--- config.mk ---
export PLATFORM = sky130hd
export DESIGN_NAME = tmr_timer
export DESIGN_NICKNAME = d
export VERILOG_FILES = /design/src/rtl/tmr_pkg.sv /design/src/rtl/tmr_tick_if.sv /design/src/rtl/tmr_timer.sv /design/src/rtl/tmr_presc.sv
export SDC_FILE = /design/constraint.sdc
export NUM_CORES = 1
export LEC_CHECK = 0
export BUFFER_PORTS_ARGS = -buffer_cell sky130_fd_sc_hd__buf_2
export CAP_MARGIN = 20
export CORE_ASPECT_RATIO = 2
export CORE_UTILIZATION = 57
export DETAILED_ROUTE_END_ITERATION = 12
export GPL_ROUTABILITY_DRIVEN = 0
export PLACE_DENSITY = 0.85
export SYNTH_ARGS = -nofsm -noshare
export SYNTH_HDL_FRONTEND = slang
export SYNTH_SLANG_ARGS = --single-unit
--- constraint.sdc ---
create_clock -name clk_i -period 4.8 [get_ports clk_i]
set_clock_uncertainty 0.2 [all_clocks]
set_input_delay 0.72 -clock clk_i [delete_from_list [all_inputs] [get_ports clk_i]]
set_output_delay 0.72 -clock clk_i [all_outputs]
set_load 0.01 [all_outputs]
--- src/rtl/tmr_pkg.sv ---
package tmr_pkg;

    // register map, byte addresses on the AXI4-Lite slave
    localparam int unsigned TMR_AXI_AW      = 8;
    localparam logic [7:0]  TMR_OFS_CTRL    = 8'h00;
    localparam logic [7:0]  TMR_OFS_CLKSEL  = 8'h04;
    localparam logic [7:0]  TMR_OFS_RELOAD  = 8'h08;
    localparam logic [7:0]  TMR_OFS_COUNT   = 8'h0c;
    localparam logic [7:0]  TMR_OFS_STATUS  = 8'h10;
    localparam logic [7:0]  TMR_OFS_MASK    = 8'h14;

    // control register fields
    localparam int unsigned TMR_CTRL_EN       = 0;
    localparam int unsigned TMR_CTRL_MODE_LSB = 2;
    localparam int unsigned TMR_CTRL_RL       = 4;
    localparam int unsigned TMR_CTRL_GATE     = 5;
    localparam int unsigned TMR_CTRL_PULSE    = 6;
    localparam int unsigned TMR_CTRL_SWRST    = 7;
    localparam logic [7:0]  TMR_CTRL_WMASK    = 8'h7d;

    // widths
    localparam int unsigned TMR_CNT_W      = 16;
    localparam int unsigned TMR_CLKSEL_W   = 4;
    localparam int unsigned TMR_DIV_LOG    = 7;

    // reset and fixed values
    localparam logic [7:0]  TMR_CTRL_RST   = 8'h00;
    localparam logic [3:0]  TMR_CLKSEL_RST = 4'h0;
    localparam logic [15:0] TMR_RELOAD_RST = 16'hffff;
    localparam logic [15:0] TMR_COUNT_RST  = 16'hffff;
    localparam logic [15:0] TMR_WRAP_VAL   = 16'hffff;
    localparam logic [15:0] TMR_ZERO_VAL   = 16'h0000;
    localparam logic        TMR_STATUS_RST = 1'b0;
    localparam logic        TMR_MASK_RST   = 1'b0;

    // bus responses
    localparam logic [1:0]  TMR_RESP_OKAY   = 2'h0;
    localparam logic [1:0]  TMR_RESP_SLVERR = 2'h2;

    // operating modes held in the control register
    typedef enum logic [1:0] {
        TMR_MODE_TIMER   = 2'b00,
        TMR_MODE_EVENT   = 2'b01,
        TMR_MODE_ONESHOT = 2'b10,
        TMR_MODE_MEAS    = 2'b11
    } tmr_mode_t;

    // merge a bus write into a word under its byte strobes
    function automatic logic [31:0] tmr_merge(input logic [31:0] old_v,
                                              input logic [31:0] new_v,
                                              input logic [3:0]  strb);
        logic [31:0] r;
        r = old_v;
        for (int i = 0; i < 4; i++) begin
            if (strb[i]) begin
                r[i*8 +: 8] = new_v[i*8 +: 8];
            end
        end
        return r;
    endfunction

    // true when an address names one of the registers
    function automatic logic tmr_hit(input logic [7:0] a);
        return (a == TMR_OFS_CTRL)   || (a == TMR_OFS_CLKSEL) ||
               (a == TMR_OFS_RELOAD) || (a == TMR_OFS_COUNT)  ||
               (a == TMR_OFS_STATUS) || (a == TMR_OFS_MASK);
    endfunction

endpackage

--- src/rtl/tmr_tick_if.sv ---
`timescale 1ns/10ps
// count clock select and the divided tick between timer and prescaler
interface tmr_tick_if;
    logic [3:0] sel;
    logic       restart;
    logic       tick;

    modport ctl   (output sel, output restart, input tick);
    modport presc (input sel, input restart, output tick);
endinterface

--- src/rtl/tmr_timer.sv ---
// Operation
// - in timer mode the counter only counts down, on divided internal ticks
// - timer mode is entered by writing the timer setting to mode bits
// - period follows from tick source, divide ratio and reload value
// - count clock select field chooses tick source and division
// - underflow with reload select 1 loads the reload value
// - underflow with reload select 0 wraps the counter to ffff
// - gate select 0: counting follows the enable bit and sleep, not the input pin
// - gate select 1: counting needs enable set and input pin high
// - every underflow from zero raises the interrupt event
// - pulse output enabled: output pin toggles on each underflow
// - reading the count register returns the present count
// - soft reset bit copies the reload value into the counter at once
// - without soft reset a new reload value lands at next underflow
// - gated timer pauses while input low, resumes while high
// - output pin is driven low whenever enable is cleared
// - leaving sleep while enabled restarts counting from the reload value
// - timer event interrupt fires on counter underflow only while the mask bit is set
`timescale 1ns/10ps
module tmr_timer (
    // clock and reset
    input  wire logic                         clk_i,
    input  wire logic                         rst_n_i,
    // axi4-lite write address
    input  wire logic                         s_axi_awvalid_i,
    output logic                              s_axi_awready_o,
    input  wire logic [tmr_pkg::TMR_AXI_AW-1:0] s_axi_awaddr_i,
    // axi4-lite write data
    input  wire logic                         s_axi_wvalid_i,
    output logic                              s_axi_wready_o,
    input  wire logic [31:0]                  s_axi_wdata_i,
    input  wire logic [3:0]                   s_axi_wstrb_i,
    // axi4-lite write response
    output logic                              s_axi_bvalid_o,
    input  wire logic                         s_axi_bready_i,
    output logic [1:0]                        s_axi_bresp_o,
    // axi4-lite read address
    input  wire logic                         s_axi_arvalid_i,
    output logic                              s_axi_arready_o,
    input  wire logic [tmr_pkg::TMR_AXI_AW-1:0] s_axi_araddr_i,
    // axi4-lite read data
    output logic                              s_axi_rvalid_o,
    input  wire logic                         s_axi_rready_i,
    output logic [31:0]                       s_axi_rdata_o,
    output logic [1:0]                        s_axi_rresp_o,
    // power management
    input  wire logic                         sleep_en_i,
    // timer pins
    input  wire logic                         timer_input_pin_i,
    output logic                              timer_output_pin_o,
    // interrupt
    output logic                              timer_event_irq_o
);
    import tmr_pkg::*;

    typedef struct packed {
        logic                  awready;
        logic                  wready;
        logic                  bvalid;
        logic [1:0]            bresp;
        logic [TMR_AXI_AW-1:0] awaddr;
        logic [31:0]           wdata;
        logic [3:0]            wstrb;
        logic                  arready;
        logic                  rvalid;
        logic [31:0]           rdata;
        logic [1:0]            rresp;
        logic [7:0]            ctrl;
        logic [3:0]            clksel;
        logic [15:0]           reload;
        logic [15:0]           cnt;
        logic                  status;
        logic                  mask;
        logic                  irq;
        logic                  timer_output_level;
        logic                  tin_s1;
        logic                  tin_s2;
        logic                  tin_s3;
        logic                  tin_lvl;
        logic                  sleep;
    } tmr_st_t;

    localparam tmr_st_t TMR_ST_RST = '{
        awready: 1'b1, wready: 1'b1, bvalid: 1'b0, bresp: TMR_RESP_OKAY,
        awaddr: '0, wdata: '0, wstrb: '0,
        arready: 1'b1, rvalid: 1'b0, rdata: '0, rresp: TMR_RESP_OKAY,
        ctrl: TMR_CTRL_RST, clksel: TMR_CLKSEL_RST,
        reload: TMR_RELOAD_RST, cnt: TMR_COUNT_RST,
        status: TMR_STATUS_RST, mask: TMR_MASK_RST, irq: 1'b0,
        timer_output_level: 1'b0, tin_s1: 1'b0, tin_s2: 1'b0, tin_s3: 1'b0,
        tin_lvl: 1'b0, sleep: 1'b0
    };

    tmr_st_t     q;
    tmr_st_t     d;
    logic        wr_fire;
    logic [31:0] wr_word;
    logic        sw_rst;
    logic        run;
    logic        wake;
    logic        uf;
    logic        w1c;
    tmr_mode_t   mode;

    tmr_tick_if tk ();

    // prescaler turns the fast clock into the count tick
    tmr_presc #(
        .DIV_LOG (TMR_DIV_LOG)
    ) u_presc (
        .clk_i   (clk_i),
        .rst_n_i (rst_n_i),
        .tk      (tk)
    );

    assign tk.sel     = q.clksel;
    assign tk.restart = sw_rst;

    // mode decode: only timer mode runs this counter
    always_comb begin
        mode = tmr_mode_t'(q.ctrl[TMR_CTRL_MODE_LSB +: 2]);
        case (mode)
            TMR_MODE_TIMER: begin
                run = q.ctrl[TMR_CTRL_EN] && !q.sleep &&
                      (!q.ctrl[TMR_CTRL_GATE] || q.tin_lvl);
            end
            default: begin
                run = 1'b0;
            end
        endcase
    end

    // the write takes effect once both address and data are held
    assign wr_fire = !q.awready && !q.wready && !q.bvalid;
    assign sw_rst  = wr_fire && (q.awaddr == TMR_OFS_CTRL) &&
                     q.wstrb[0] && q.wdata[TMR_CTRL_SWRST];
    assign w1c     = wr_fire && (q.awaddr == TMR_OFS_STATUS) &&
                     q.wstrb[0] && q.wdata[0];
    assign wake    = q.sleep && !sleep_en_i && q.ctrl[TMR_CTRL_EN];

    always_comb begin
        d       = q;
        wr_word = '0;
        uf      = 1'b0;

        // three-stage pin sync; a change counts once stages two and three agree
        d.tin_s1 = timer_input_pin_i;
        d.tin_s2 = q.tin_s1;
        d.tin_s3 = q.tin_s2;
        if (q.tin_s2 == q.tin_s3) begin
            d.tin_lvl = q.tin_s3;
        end
        d.sleep = sleep_en_i;

        // write address and data channels, taken in either order
        if (q.awready && s_axi_awvalid_i) begin
            d.awready = 1'b0;
            d.awaddr  = s_axi_awaddr_i;
        end
        if (q.wready && s_axi_wvalid_i) begin
            d.wready = 1'b0;
            d.wdata  = s_axi_wdata_i;
            d.wstrb  = s_axi_wstrb_i;
        end
        if (wr_fire) begin
            d.bvalid = 1'b1;
            d.bresp  = tmr_hit(q.awaddr) ? TMR_RESP_OKAY : TMR_RESP_SLVERR;
            case (q.awaddr)
                TMR_OFS_CTRL: begin
                    wr_word = tmr_merge({24'h0, q.ctrl}, q.wdata, q.wstrb);
                    d.ctrl  = wr_word[7:0] & TMR_CTRL_WMASK;
                end
                TMR_OFS_CLKSEL: begin
                    wr_word  = tmr_merge({28'h0, q.clksel}, q.wdata, q.wstrb);
                    d.clksel = wr_word[3:0];
                end
                TMR_OFS_RELOAD: begin
                    wr_word  = tmr_merge({16'h0, q.reload}, q.wdata, q.wstrb);
                    d.reload = wr_word[15:0];
                end
                TMR_OFS_MASK: begin
                    wr_word = tmr_merge({31'h0, q.mask}, q.wdata, q.wstrb);
                    d.mask  = wr_word[0];
                end
                default: begin
                    wr_word = '0;
                end
            endcase
        end
        if (q.bvalid && s_axi_bready_i) begin
            d.bvalid  = 1'b0;
            d.awready = 1'b1;
            d.wready  = 1'b1;
        end

        // read channel; reads only sample state, nothing is cleared
        if (q.arready && s_axi_arvalid_i) begin
            d.arready = 1'b0;
            d.rvalid  = 1'b1;
            d.rresp   = tmr_hit(s_axi_araddr_i) ? TMR_RESP_OKAY
                                                : TMR_RESP_SLVERR;
            case (s_axi_araddr_i)
                TMR_OFS_CTRL:   d.rdata = {24'h0, q.ctrl};
                TMR_OFS_CLKSEL: d.rdata = {28'h0, q.clksel};
                TMR_OFS_RELOAD: d.rdata = {16'h0, q.reload};
                TMR_OFS_COUNT:  d.rdata = {16'h0, q.cnt};
                TMR_OFS_STATUS: d.rdata = {31'h0, q.status};
                TMR_OFS_MASK:   d.rdata = {31'h0, q.mask};
                default:        d.rdata = 32'h0;
            endcase
        end
        if (q.rvalid && s_axi_rready_i) begin
            d.rvalid  = 1'b0;
            d.arready = 1'b1;
        end

        // counter: soft reset first, then wake from sleep, then counting
        if (sw_rst) begin
            d.cnt = q.reload;
        end else if (wake) begin
            d.cnt = q.reload;
        end else if (run && tk.tick) begin
            if (q.cnt == TMR_ZERO_VAL) begin
                uf = 1'b1;
                if (q.ctrl[TMR_CTRL_RL]) begin
                    d.cnt = q.reload;
                end else begin
                    d.cnt = TMR_WRAP_VAL;
                end
            end else begin
                d.cnt = q.cnt - 16'h0001;
            end
        end

        // sticky event: a new underflow beats a same-cycle clear
        d.status = (q.status && !w1c) || uf;
        d.irq    = q.status && q.mask;

        // pulse output: toggles on underflow, forced low when disabled
        if (!q.ctrl[TMR_CTRL_EN]) begin
            d.timer_output_level = 1'b0;
        end else if (uf && q.ctrl[TMR_CTRL_PULSE]) begin
            d.timer_output_level = !q.timer_output_level;
        end
    end

    // synchronous reset; all state in one register
    always_ff @(posedge clk_i) begin
        if (!rst_n_i) begin
            q <= TMR_ST_RST;
        end else begin
            q <= d;
        end
    end

    // outputs straight from state flip-flops
    assign s_axi_awready_o    = q.awready;
    assign s_axi_wready_o     = q.wready;
    assign s_axi_bvalid_o     = q.bvalid;
    assign s_axi_bresp_o      = q.bresp;
    assign s_axi_arready_o    = q.arready;
    assign s_axi_rvalid_o     = q.rvalid;
    assign s_axi_rdata_o      = q.rdata;
    assign s_axi_rresp_o      = q.rresp;
    assign timer_output_pin_o = q.timer_output_level;
    assign timer_event_irq_o  = q.irq;
endmodule

--- src/rtl/tmr_presc.sv ---
`timescale 1ns/10ps
module tmr_presc #(
    parameter int unsigned DIV_LOG = tmr_pkg::TMR_DIV_LOG
) (
    // clock and reset
    input  wire logic clk_i,
    input  wire logic rst_n_i,
    // tick towards the counter
    tmr_tick_if.presc tk
);
    import tmr_pkg::*;

    typedef struct packed {
        logic [DIV_LOG-1:0] cnt;
    } tmr_presc_st_t;

    tmr_presc_st_t      q;
    tmr_presc_st_t      d;
    logic [DIV_LOG-1:0] mask;

    // the largest divide needs seven counter bits
    if (DIV_LOG < TMR_DIV_LOG) begin : g_chk
        $error("tmr_presc: DIV_LOG too small for divide by 128");
    end

    // selects 1xxx are reserved and never tick, so the counter halts
    always_comb begin
        d    = q;
        mask = DIV_LOG'((32'h1 << tk.sel[2:0]) - 32'h1);
        if (tk.restart) begin
            d.cnt = '0;
        end else begin
            d.cnt = DIV_LOG'(q.cnt + 1'b1);
        end
    end

    // free-running counter: tick when its low sel bits are all ones
    assign tk.tick = !tk.sel[3] && ((q.cnt & mask) == mask);

    always_ff @(posedge clk_i) begin
        if (!rst_n_i) begin
            q <= '0;
        end else begin
            q <= d;
        end
    end

endmodule

==> results.sh, run 1 <==
export IMPL_critPathMaxFanout=6
export IMPL_max_vdd_ir_drop_mv=0.236
export IMPL_finalCriticalPeriod_ns=2.66
export IMPL_outcome="finished clean"
export IMPL_htree_levels=3
export IMPL_yosys_warnings=0
export IMPL_hold_viol_final=0
export IMPL_vias=4012
export IMPL_seq_area_frac_synth_pct=42.8
export IMPL_clock_power_share_pct=44.8
export IMPL_synthArstFlopShare_pct=0
export IMPL_reg2reg_slack_ns=2.14
export IMPL_rows=48
export IMPL_track_usage_pct=25.4
export IMPL_fin_nets=657
export IMPL_wl_per_cell_um=15.5
export IMPL_worstMarginPinSlew_ns=0.898
export IMPL_yosys_cell_types_count=58
export IMPL_die_x_um=68.2
export IMPL_dr_pass1_iters=4
export IMPL_hp_class="reg2reg"
export IMPL_min_to="s_axi_rdata_o[7]"
export IMPL_seq_power_share_pct=49.5
export IMPL_synth_edf_count=0
export IMPL_setup_tns_ns=0
export IMPL_cts_root_buf="clkbuf_16"
export IMPL_place_inst=682
export IMPL_grt_ovfl_total=0
export IMPL_stdcell_count=698
export IMPL_route_detailed_drc=0
export IMPL_grt_max_degree=65
export IMPL_die_area_mm2=0.00918
export IMPL_ys_flop_type="dfxtp_1"
export IMPL_slew_headroom_pct=40.1
export IMPL_yosysTopAreaCell="dfxtp_1"
export IMPL_cts_resized=0
export IMPL_viasPerCell=5.75
export IMPL_internal_power_mw=1.47
export IMPL_clock_sinks=107
export IMPL_drtIter0Drc=300
export IMPL_synth_area_top_cells="dfxtp_1 43%, nand2_1 8.3%, mux2i_1 7.2%, buf_4 5.4%, a21boi_0 4.7%"
export IMPL_p_sw_mw=0.412
export IMPL_grt_pass1_wl_um=17600
export IMPL_diodes=0
export IMPL_synth_commonest_cells="110 x nand2_1, 107 x dfxtp_1, 36 x buf_4, 36 x mux2i_1, 32 x nand3_1"
export IMPL_hpwl_um=8120
export IMPL_initial_core_util_pct=58.2
export IMPL_worst_r2r_path_depth=8
export IMPL_ys_ff_latch=107
export IMPL_combPwrFrac_pct=5.8
export IMPL_syn_inst=558
export IMPL_cts_hold_buffers=0
export IMPL_hold_depth=2
export IMPL_cts_reportedPaths_clkPinSlew_ns=0.07
export IMPL_max_cap_violations=0
export IMPL_ant_nets=0
export IMPL_yosysMostFrequentCell="nand2_1"
export IMPL_clk_latency_ns=0.35
export IMPL_synth_area_mm2=0.00500
export IMPL_cts_tree="done"
export IMPL_drt_wl_total_um=10800
export IMPL_timing_rr_start="q[9]"
export IMPL_yosys_area_top_type_share_pct=42.8
export IMPL_ioPinCount=104
export IMPL_layout_drive_gt1_share_pct=17.2
export IMPL_core_mm2=0.00859
export IMPL_grt_pass1_vias=3888
export IMPL_min_period_over_period_pct=55.4
export IMPL_postCtsSetupRepairBufs=0
export IMPL_power_static_leakage_nw=2.41
export IMPL_critPathRequiredTime_ns=4.83
export IMPL_portBuffers=67
export IMPL_powerDensity_mw_per_mm2=342
export IMPL_cts_buffers=9
export IMPL_grt_antenna_before_repair=0
export IMPL_cts_buffer_depth=2
export IMPL_cp_arrival_ns=2.69
export IMPL_fmax_mhz=376
export IMPL_p_sw_share_pct=21.9
export IMPL_end_kind="flip-flop"
export IMPL_setup_viol=0
export IMPL_r2r_end="q[21]"
export IMPL_syn_avg_cell_area_um2=8.96
export IMPL_area_growth_pct=10.1
export IMPL_die_h_um=134
export IMPL_start_kind="flip-flop"
export IMPL_critPathKind="reg2reg"
export IMPL_post_route_util_pct=64.1
export IMPL_whs_ns=0.247
export IMPL_hp_start="s_axi_rdata_o[7]"
export IMPL_drv_slew=0
export IMPL_crit_start="q[9]"
export IMPL_rsz0062_at_grt="false"
==> area by class of cell <==
class / instances / area [um^2]
flip-flops and latches: 107 / 2140
inverters: 7 / 26.3
clock inverters: 7 / 124
well taps: 100 / 125
fillers: 727 / 3080
clock buffers: 9 / 225
multi-input cells: 399 / 2510
repair buffers: 69 / 354
==> placed cells by master (no fill, tap or decap), types with 3 or more instances in the layout <==
cell type	instances
nand2_1	110
dfxtp_1	107
buf_2	67
mux2i_1	36
nand3_1	32
a21boi_0	31
o21ai_0	22
nor2_1	18
conb_1	18
nor2b_1	13
o221ai_1	11
and2_1	9
clkbuf_16	9
xor2_1	8
inv_1	7
xnor2_1	7
a21oi_1	6
mux2_2	6
o211ai_1	5
nor4_1	4
nand4_1	4
nor3_1	4
and3_1	4
a22oi_1	4
nor3b_1	3
nand2b_1	3
o22ai_1	3
ha_1	3
bufinv_16	3
==> worst max-delay path, stage by stage, from the launching register on <==
cell	delay, ns
dfxtp_1	0.35
inv_1	0.13
ha_1	0.22
nor3b_1	0.69
nand3_1	0.29
nor3_1	0.25
xor2_1	0.11
o221ai_1	0.21
nand3_1	0.10
==> power by group through the flow <==
stage | Clock, mW | Sequential (mW) | Combinational (mW)
after floorplan | 0 | 0.945 | 0.0874
after global placement | 0 | 0.949 | 0.106
after detailed placement | 0 | 0.950 | 0.109
after CTS | 0.852 | 0.930 | 0.110
after global routing | 0.888 | 0.933 | 0.123
final | 0.842 | 0.930 | 0.109
==> layer usage <==
| layer | routed length, um | GRT usage [%] | vias up |
|---|---|---|---|
| met5 | 0 | 0 | - |
| met4 | 566 | 16.7 | 0 |
| met3 | 462 | 4.56 | 45 |
| met2 | 5960 | 45.2 | 137 |
| met1 | 3830 | 25.4 | 1871 |
| li1 | - | - | 1959 |
==> logic make-up (layout without fill, tap and decap cells) <==
group | Yosys count | count (layout) | synth area share, %
buf+inv | 69 | 92 | 8.28
mux | 44 | 44 | 9.46
flops | 107 | 107 | 42.8
fa+ha+maj | 3 | 3 | 0.751
simple gates | 222 | 222 | 22.3
compound gates | 97 | 97 | 13.7
other cells | 1 | 18 | 0.0750
xor+xnor | 15 | 15 | 2.63
==> sequential cells by signal, summed over array words and instances (netlist names), 2 cells and up <==
signal         count
s_axi_rdata_o     16
d                  2
u_presc.q          7
mode               2
q                 67
tk.sel             4
==> metrics by stage <==
stage | setup WS, ns | total power, mW | area (um^2)
floorplan | 2.58 | 1.03 | 5060
global placement | 2.02 | 1.05 | 5140
detailed placement | 2.12 | 1.06 | 5160
CTS | 2.27 | 1.89 | 5510
global route | 2.06 | 1.94 | 5510
finish | 2.14 | 1.88 | 5510
==> worst max path at each step <==
stage	to	cells past startpoint	slack (ns)
2_1_floorplan	s_axi_rdata_o[10]	6	2.58
3_3_place_gp	q[9]	6	2.02
3_5_place_dp	s_axi_rdata_o[9]	7	2.12
4_1_cts	q[9]	7	2.27
5_1_grt	q[9]	7	2.06
6_report	q[21]	8	2.14
Note: power is estimated with default switching activity, not from simulation.
==> run 2: changes to the inputs <==
--- a/config.mk
+++ b/config.mk
@@ -8,10 +8,10 @@
 export BUFFER_PORTS_ARGS = -buffer_cell sky130_fd_sc_hd__buf_2
 export CAP_MARGIN = 20
 export CORE_ASPECT_RATIO = 2
-export CORE_UTILIZATION = 57
+export CORE_UTILIZATION = 55
 export DETAILED_ROUTE_END_ITERATION = 12
 export GPL_ROUTABILITY_DRIVEN = 0
-export PLACE_DENSITY = 0.85
+export PLACE_DENSITY = 0.82
 export SYNTH_ARGS = -nofsm -noshare
 export SYNTH_HDL_FRONTEND = slang
 export SYNTH_SLANG_ARGS = --single-unit
==> constraint.sdc (replaced) <==
create_clock -name clk_i -period 2.7 [get_ports clk_i]
set_clock_uncertainty 0.2 [all_clocks]
set_input_delay 0.405 -clock clk_i [delete_from_list [all_inputs] [get_ports clk_i]]
set_output_delay 0.405 -clock clk_i [all_outputs]
set_load 0.01 [all_outputs]
==> run 2 against run 1 <==
Compared with the run above:
- wire length up 5.3%
- die area up 3.6%
- final cell count up 0.72%
- critical path depth down 1
- sequential cell count unchanged
- cell area up 0.34%
- core utilization down 0.67 points
- non-clock buffer count up 6
==> results.sh, run 2 (synthesis results as in run 1) <==
export IMPL_min_period_over_period_pct=87.5
export IMPL_critPathRequiredTime_ns=2.75
export IMPL_cts_root_buf="clkbuf_16"
export IMPL_clock_sinks=107
export IMPL_final_common_cell="nand2_1"
export IMPL_cts_hold_buffers=0
export IMPL_rows=48
export IMPL_cts_buffers=9
export IMPL_clk_latency_ns=0.34
export IMPL_hold_depth=2
export IMPL_grt_ovfl_total=0
export IMPL_cp_arrival_ns=2.42
export IMPL_slew_headroom_pct=58.7
export IMPL_p_total_mw=3.28
export IMPL_area_growth_pct=10.5
export IMPL_fmax_mhz=423
export IMPL_max_vdd_ir_drop_mv=0.528
export IMPL_grt_pass1_wl_um=18300
export IMPL_dp_slack_ns=0.384
export IMPL_drt_wl_total_um=11400
export IMPL_power_static_leakage_nw=2.44
export IMPL_hp_start="s_axi_wvalid_i"
export IMPL_hpwl_um=8340
export IMPL_grt_max_degree=39
export IMPL_end_kind="flip-flop"
export IMPL_ioPinCount=104
export IMPL_drtIter0Drc=391
export IMPL_critPathMaxFanout=20
export IMPL_r2r_end="q[11]"
export IMPL_max_cap_violations=0
export IMPL_worstMarginPinSlew_ns=0.614
export IMPL_min_to="s_axi_wready_o"
export IMPL_timing_rr_start="q[129]"
export IMPL_setup_tns_ns=0
export IMPL_top_register="q"
export IMPL_core_mm2=0.00871
export IMPL_cts_tree="done"
export IMPL_route_detailed_drc=0
export IMPL_layout_drive_gt1_share_pct=17.9
export IMPL_setup_viol=0
export IMPL_postCtsSetupRepairBufs=0
export IMPL_powerDensity_mw_per_mm2=594
export IMPL_critPathKind="reg2reg"
export IMPL_wl_per_cell_um=16.2
export IMPL_die_x_um=69.4
export IMPL_diodes=0
export IMPL_die_area_mm2=0.00950
export IMPL_final_cell_mix="110 x nand2_1, 107 x dfxtp_1, 67 x buf_2"
export IMPL_grt_antenna_before_repair=0
export IMPL_outcome="finished clean"
export IMPL_hold_viol_final=0
export IMPL_viasPerCell=5.82
export IMPL_dr_pass1_iters=6
export IMPL_start_kind="flip-flop"
export IMPL_worst_slack_ns=0.337
export IMPL_vias=4094
export IMPL_grt_pass1_vias=3957
export IMPL_htree_levels=3
export IMPL_largest_reg_flops=67
export IMPL_drv_slew=0
export IMPL_cts_resized=0
export IMPL_cts_reportedPaths_clkPinSlew_ns=0.07
export IMPL_cts_buffer_depth=2
export IMPL_ant_nets=0
export IMPL_hp_class="in2reg"
export IMPL_die_h_um=137
export IMPL_rsz0062_at_grt="false"
export IMPL_finalCriticalPeriod_ns=2.36
export IMPL_fin_nets=663
export IMPL_reg2reg_slack_ns=0.34
export IMPL_initial_core_util_pct=57.4
export IMPL_portBuffers=67
export IMPL_worst_r2r_path_depth=7
export IMPL_track_usage_pct=24.4
run 2: through the flow:
stage | util (%) | hold slack (ns) | area, um^2 | cells
6_report | 63.4 | 0.0720 | 5520 | 703
5_1_grt | 63.4 | 0.0767 | 5520 | 703
4_1_cts | 63.4 | 0.0745 | 5520 | 703
3_5_place_dp | 59.7 | 0.224 | 5200 | 688
3_3_place_gp | 59.7 | 0.221 | 5200 | 688
2_1_floorplan | - | 0.212 | 5060 | 575
run 2: worst max path at each step:
stage | end | slack (ns) | depth (start not counted) | from
2_1_floorplan | q[21] | 0.68 | 8 | q[9]
3_3_place_gp | s_axi_rdata_o[10] | 0.47 | 7 | s_axi_araddr_i[1]
3_5_place_dp | s_axi_rdata_o[12] | 0.38 | 7 | s_axi_araddr_i[1]
4_1_cts | q[11] | 0.38 | 7 | q[129]
5_1_grt | q[11] | 0.12 | 7 | q[129]
6_report | q[11] | 0.34 | 7 | q[129]
run 2: where the power goes:
part	switching, mW	leakage (nW)	internal, mW	total [mW]
sequential	0.0355	0.870	1.62	1.65
combinational	0.117	1.41	0.0854	0.203
clock	0.571	0.162	0.858	1.43
run 2: cell type report:
cell class,count,area [um^2]
Tap cell,100,125
Inverter,7,26.3
Fill cell,718,3180
Timing Repair Buffer,75,395
Clock inverter,4,73.8
Multi-Input combinational cell,399,2510
Clock buffer,11,253
Sequential cell,107,2140
run 2: worst max-delay path: stages (launching register included):
cell,delay (ns)
dfxtp_1,0.35
nor4_1,0.57
nand4_1,0.22
and2_4,0.20
o21ai_1,0.07
buf_4,0.25
o21ai_0,0.17
a32oi_1,0.24
run 2: metal layers:
layer / up-vias / part of all wire, % / track usage, %
li1: 1965 / - / -
met1: 1925 / 36 / 24.5
met2: 153 / 54 / 45.9
met4: 0 / 5.5 / 16.4
met3: 51 / 4.0 / 3.24
met5: - / 0 / 0
==> run 3: changes to the inputs <==
==> constraint.sdc (replaced) <==
create_clock -name clk_i -period 2.59 [get_ports clk_i]
set_clock_uncertainty 0.2 [all_clocks]
set_input_delay 0.3885 -clock clk_i [delete_from_list [all_inputs] [get_ports clk_i]]
set_output_delay 0.3885 -clock clk_i [all_outputs]
set_load 0.01 [all_outputs]
==> run 3 against run 2 <==
Compared with the run above:
- via count is 0.44% lower
- combinational power increased by 4%
- sequential share of layout area is 0.097 points higher
- power rose by 1.9%
- wire length shrank 2.1%
- register-to-register slack better by 0.05 ns
- cell area fell by 0.25%
- global-route usage shrank 0.49 points
==> results.sh, run 3 (synthesis results as in run 1) <==
export IMPL_htree_levels=3
export IMPL_critPathMaxStageDelay_ns=0.48
export IMPL_cts_buffers=9
export IMPL_critPathMaxFanout=20
export IMPL_combPwrFrac_pct=6.3
export IMPL_cts_buffer_depth=2
export IMPL_cp_cell_sequence="nor4_1 -> nand4_1 -> and2_4 -> o21ai_1 -> buf_4 -> o21ai_0 -> a32oi_1"
export IMPL_min_period_over_period_pct=84.9
export IMPL_dr_pass1_iters=5
export IMPL_wl_met1_um=4110
export IMPL_rsz0062_at_grt="false"
export IMPL_cts_tree="done"
export IMPL_grt_antenna_before_repair=0
export IMPL_fin_nets=662
export IMPL_ant_nets=0
export IMPL_grt_pass1_vias=3884
export IMPL_finalCriticalPeriod_ns=2.20
export IMPL_p_sw_mw=0.805
export IMPL_critPathKind="reg2reg"
export IMPL_final_common_cell="nand2_1"
export IMPL_hpwl_um=8160
export IMPL_postCtsSetupRepairBufs=0
export IMPL_initial_core_util_pct=57.4
export IMPL_worstMarginPinSlew_ns=0.650
export IMPL_top_register="q"
export IMPL_setup_tns_ns=0
export IMPL_grt_max_degree=89
export IMPL_met3WireLength_um=483
export IMPL_reg2reg_slack_ns=0.39
export IMPL_core_mm2=0.00871
export IMPL_internal_power_mw=2.54
export IMPL_clock_sinks=107
export IMPL_worst_r2r_path_depth=7
export IMPL_r2r_end="q[11]"
export IMPL_crit_start="q[129]"
export IMPL_p_sw_share_pct=24.1
export IMPL_route_detailed_drc=0
export IMPL_ioPinCount=104
export IMPL_cp_arrival_ns=2.27
export IMPL_routed_wl_met2_um=6100
export IMPL_vias=4076
export IMPL_fmax_mhz=455
export IMPL_end_kind="flip-flop"
export IMPL_rows=48
export IMPL_powerDensity_mw_per_mm2=607
export IMPL_seq_power_share_pct=51.4
export IMPL_crit_end="q[11]"
export IMPL_track_usage_pct=23.9
export IMPL_timing_rr_start="q[129]"
export IMPL_drt_wl_total_um=11100
export IMPL_grt_ovfl_total=0
export IMPL_post_route_util_pct=63.3
export IMPL_critPathRequiredTime_ns=2.66
export IMPL_drv_slew=0
export IMPL_setup_viol=0
export IMPL_viasPerCell=5.80
export IMPL_layout_drive_gt1_share_pct=17.9
export IMPL_outcome="finished clean"
export IMPL_diodes=0
export IMPL_cts_reportedPaths_clkPinSlew_ns=0.07
export IMPL_max_cap_violations=0
export IMPL_die_area_mm2=0.00950
export IMPL_portBuffers=67
export IMPL_cts_root_buf="clkbuf_16"
export IMPL_start_kind="flip-flop"
export IMPL_cts_hold_buffers=0
export IMPL_final_cell_mix="110 x nand2_1, 107 x dfxtp_1, 67 x buf_2"
export IMPL_hold_viol_final=0
export IMPL_largest_reg_flops=67
export IMPL_power_static_leakage_nw=2.42
export IMPL_dr_max_layer_used="met4"
export IMPL_area_growth_pct=10.2
export IMPL_die_x_um=69.4
export IMPL_wl_per_cell_um=15.9
export IMPL_cts_resized=0
export IMPL_clk_latency_ns=0.35
export IMPL_slew_headroom_pct=56.6
export IMPL_clock_power_share_pct=42.3
export IMPL_die_h_um=137
export IMPL_grt_pass1_wl_um=18000
export IMPL_cpMaxStageDelayCell="nor4_1"
export IMPL_hp_class="in2reg"
export IMPL_drtIter0Drc=369
export IMPL_hp_start="s_axi_wvalid_i"
export IMPL_max_vdd_ir_drop_mv=0.456
[run 3: cell types whose count changed in the layout (fill, tap and decap cells not counted), sizes merged]
cell | previous run | this run
inv | 7 | 11
clkinv | 2 | 0
clkinvlp | 0 | 2
buf | 75 | 74
bufinv | 2 | 1
clkbuf | 11 | 9
[run 3: how the worst min path moves through the flow]
stage | slack [ns] | end | depth (start not counted)
5_1_grt | 0.05 | s_axi_wready_o | 2
2_1_floorplan | 0.21 | d[2] | 1
3_3_place_gp | 0.22 | d[2] | 1
4_1_cts | 0.04 | s_axi_wready_o | 2
6_report | 0.04 | s_axi_wready_o | 2
3_5_place_dp | 0.22 | d[2] | 1
[run 3: power groups by stage]
stage	Sequential, mW	Clock, mW	Combinational [mW]
floorplan	1.75	0	0.162
global placement	1.76	0	0.206
detailed placement	1.76	0	0.212
CTS	1.72	1.43	0.213
global route	1.72	1.49	0.237
finish	1.72	1.41	0.211
[run 3: cell type report]
class | instances | area, um^2
timing repair buffer | 74 | 400
sequential | 107 | 2140
clock inverter | 7 | 82.6
tap | 100 | 125
inverter | 7 | 26.3
multi-input combinational | 399 | 2510
fill | 706 | 3200
clock buffer | 9 | 225
[run 3: routing by layer]
layer	vias up	GRT usage, %
met3	35	4.86
met4	0	14.6
met5	-	0
met1	1923	23.9
met2	149	44.6
li1	1969	-
[run 3: worst max-delay path, delay by kind of cell, from the launching register on]
kind	cells	cell delay [ns]
buf+inv	1	0.27
compound gates	3	0.43
flops	1	0.36
simple gates	3	0.87
[run 3: metrics by stage]
stage,std cells,hold slack (ns),power (mW),cell area (um^2),worst slack (ns)
2_1_floorplan,575,0.212,1.91,5060,0.565
3_3_place_gp,687,0.223,1.96,5200,0.393
3_5_place_dp,687,0.221,1.97,5200,0.302
4_1_cts,703,0.0369,3.36,5510,0.431
5_1_grt,703,0.0533,3.45,5510,0.246
6_report,703,0.0410,3.34,5510,0.392
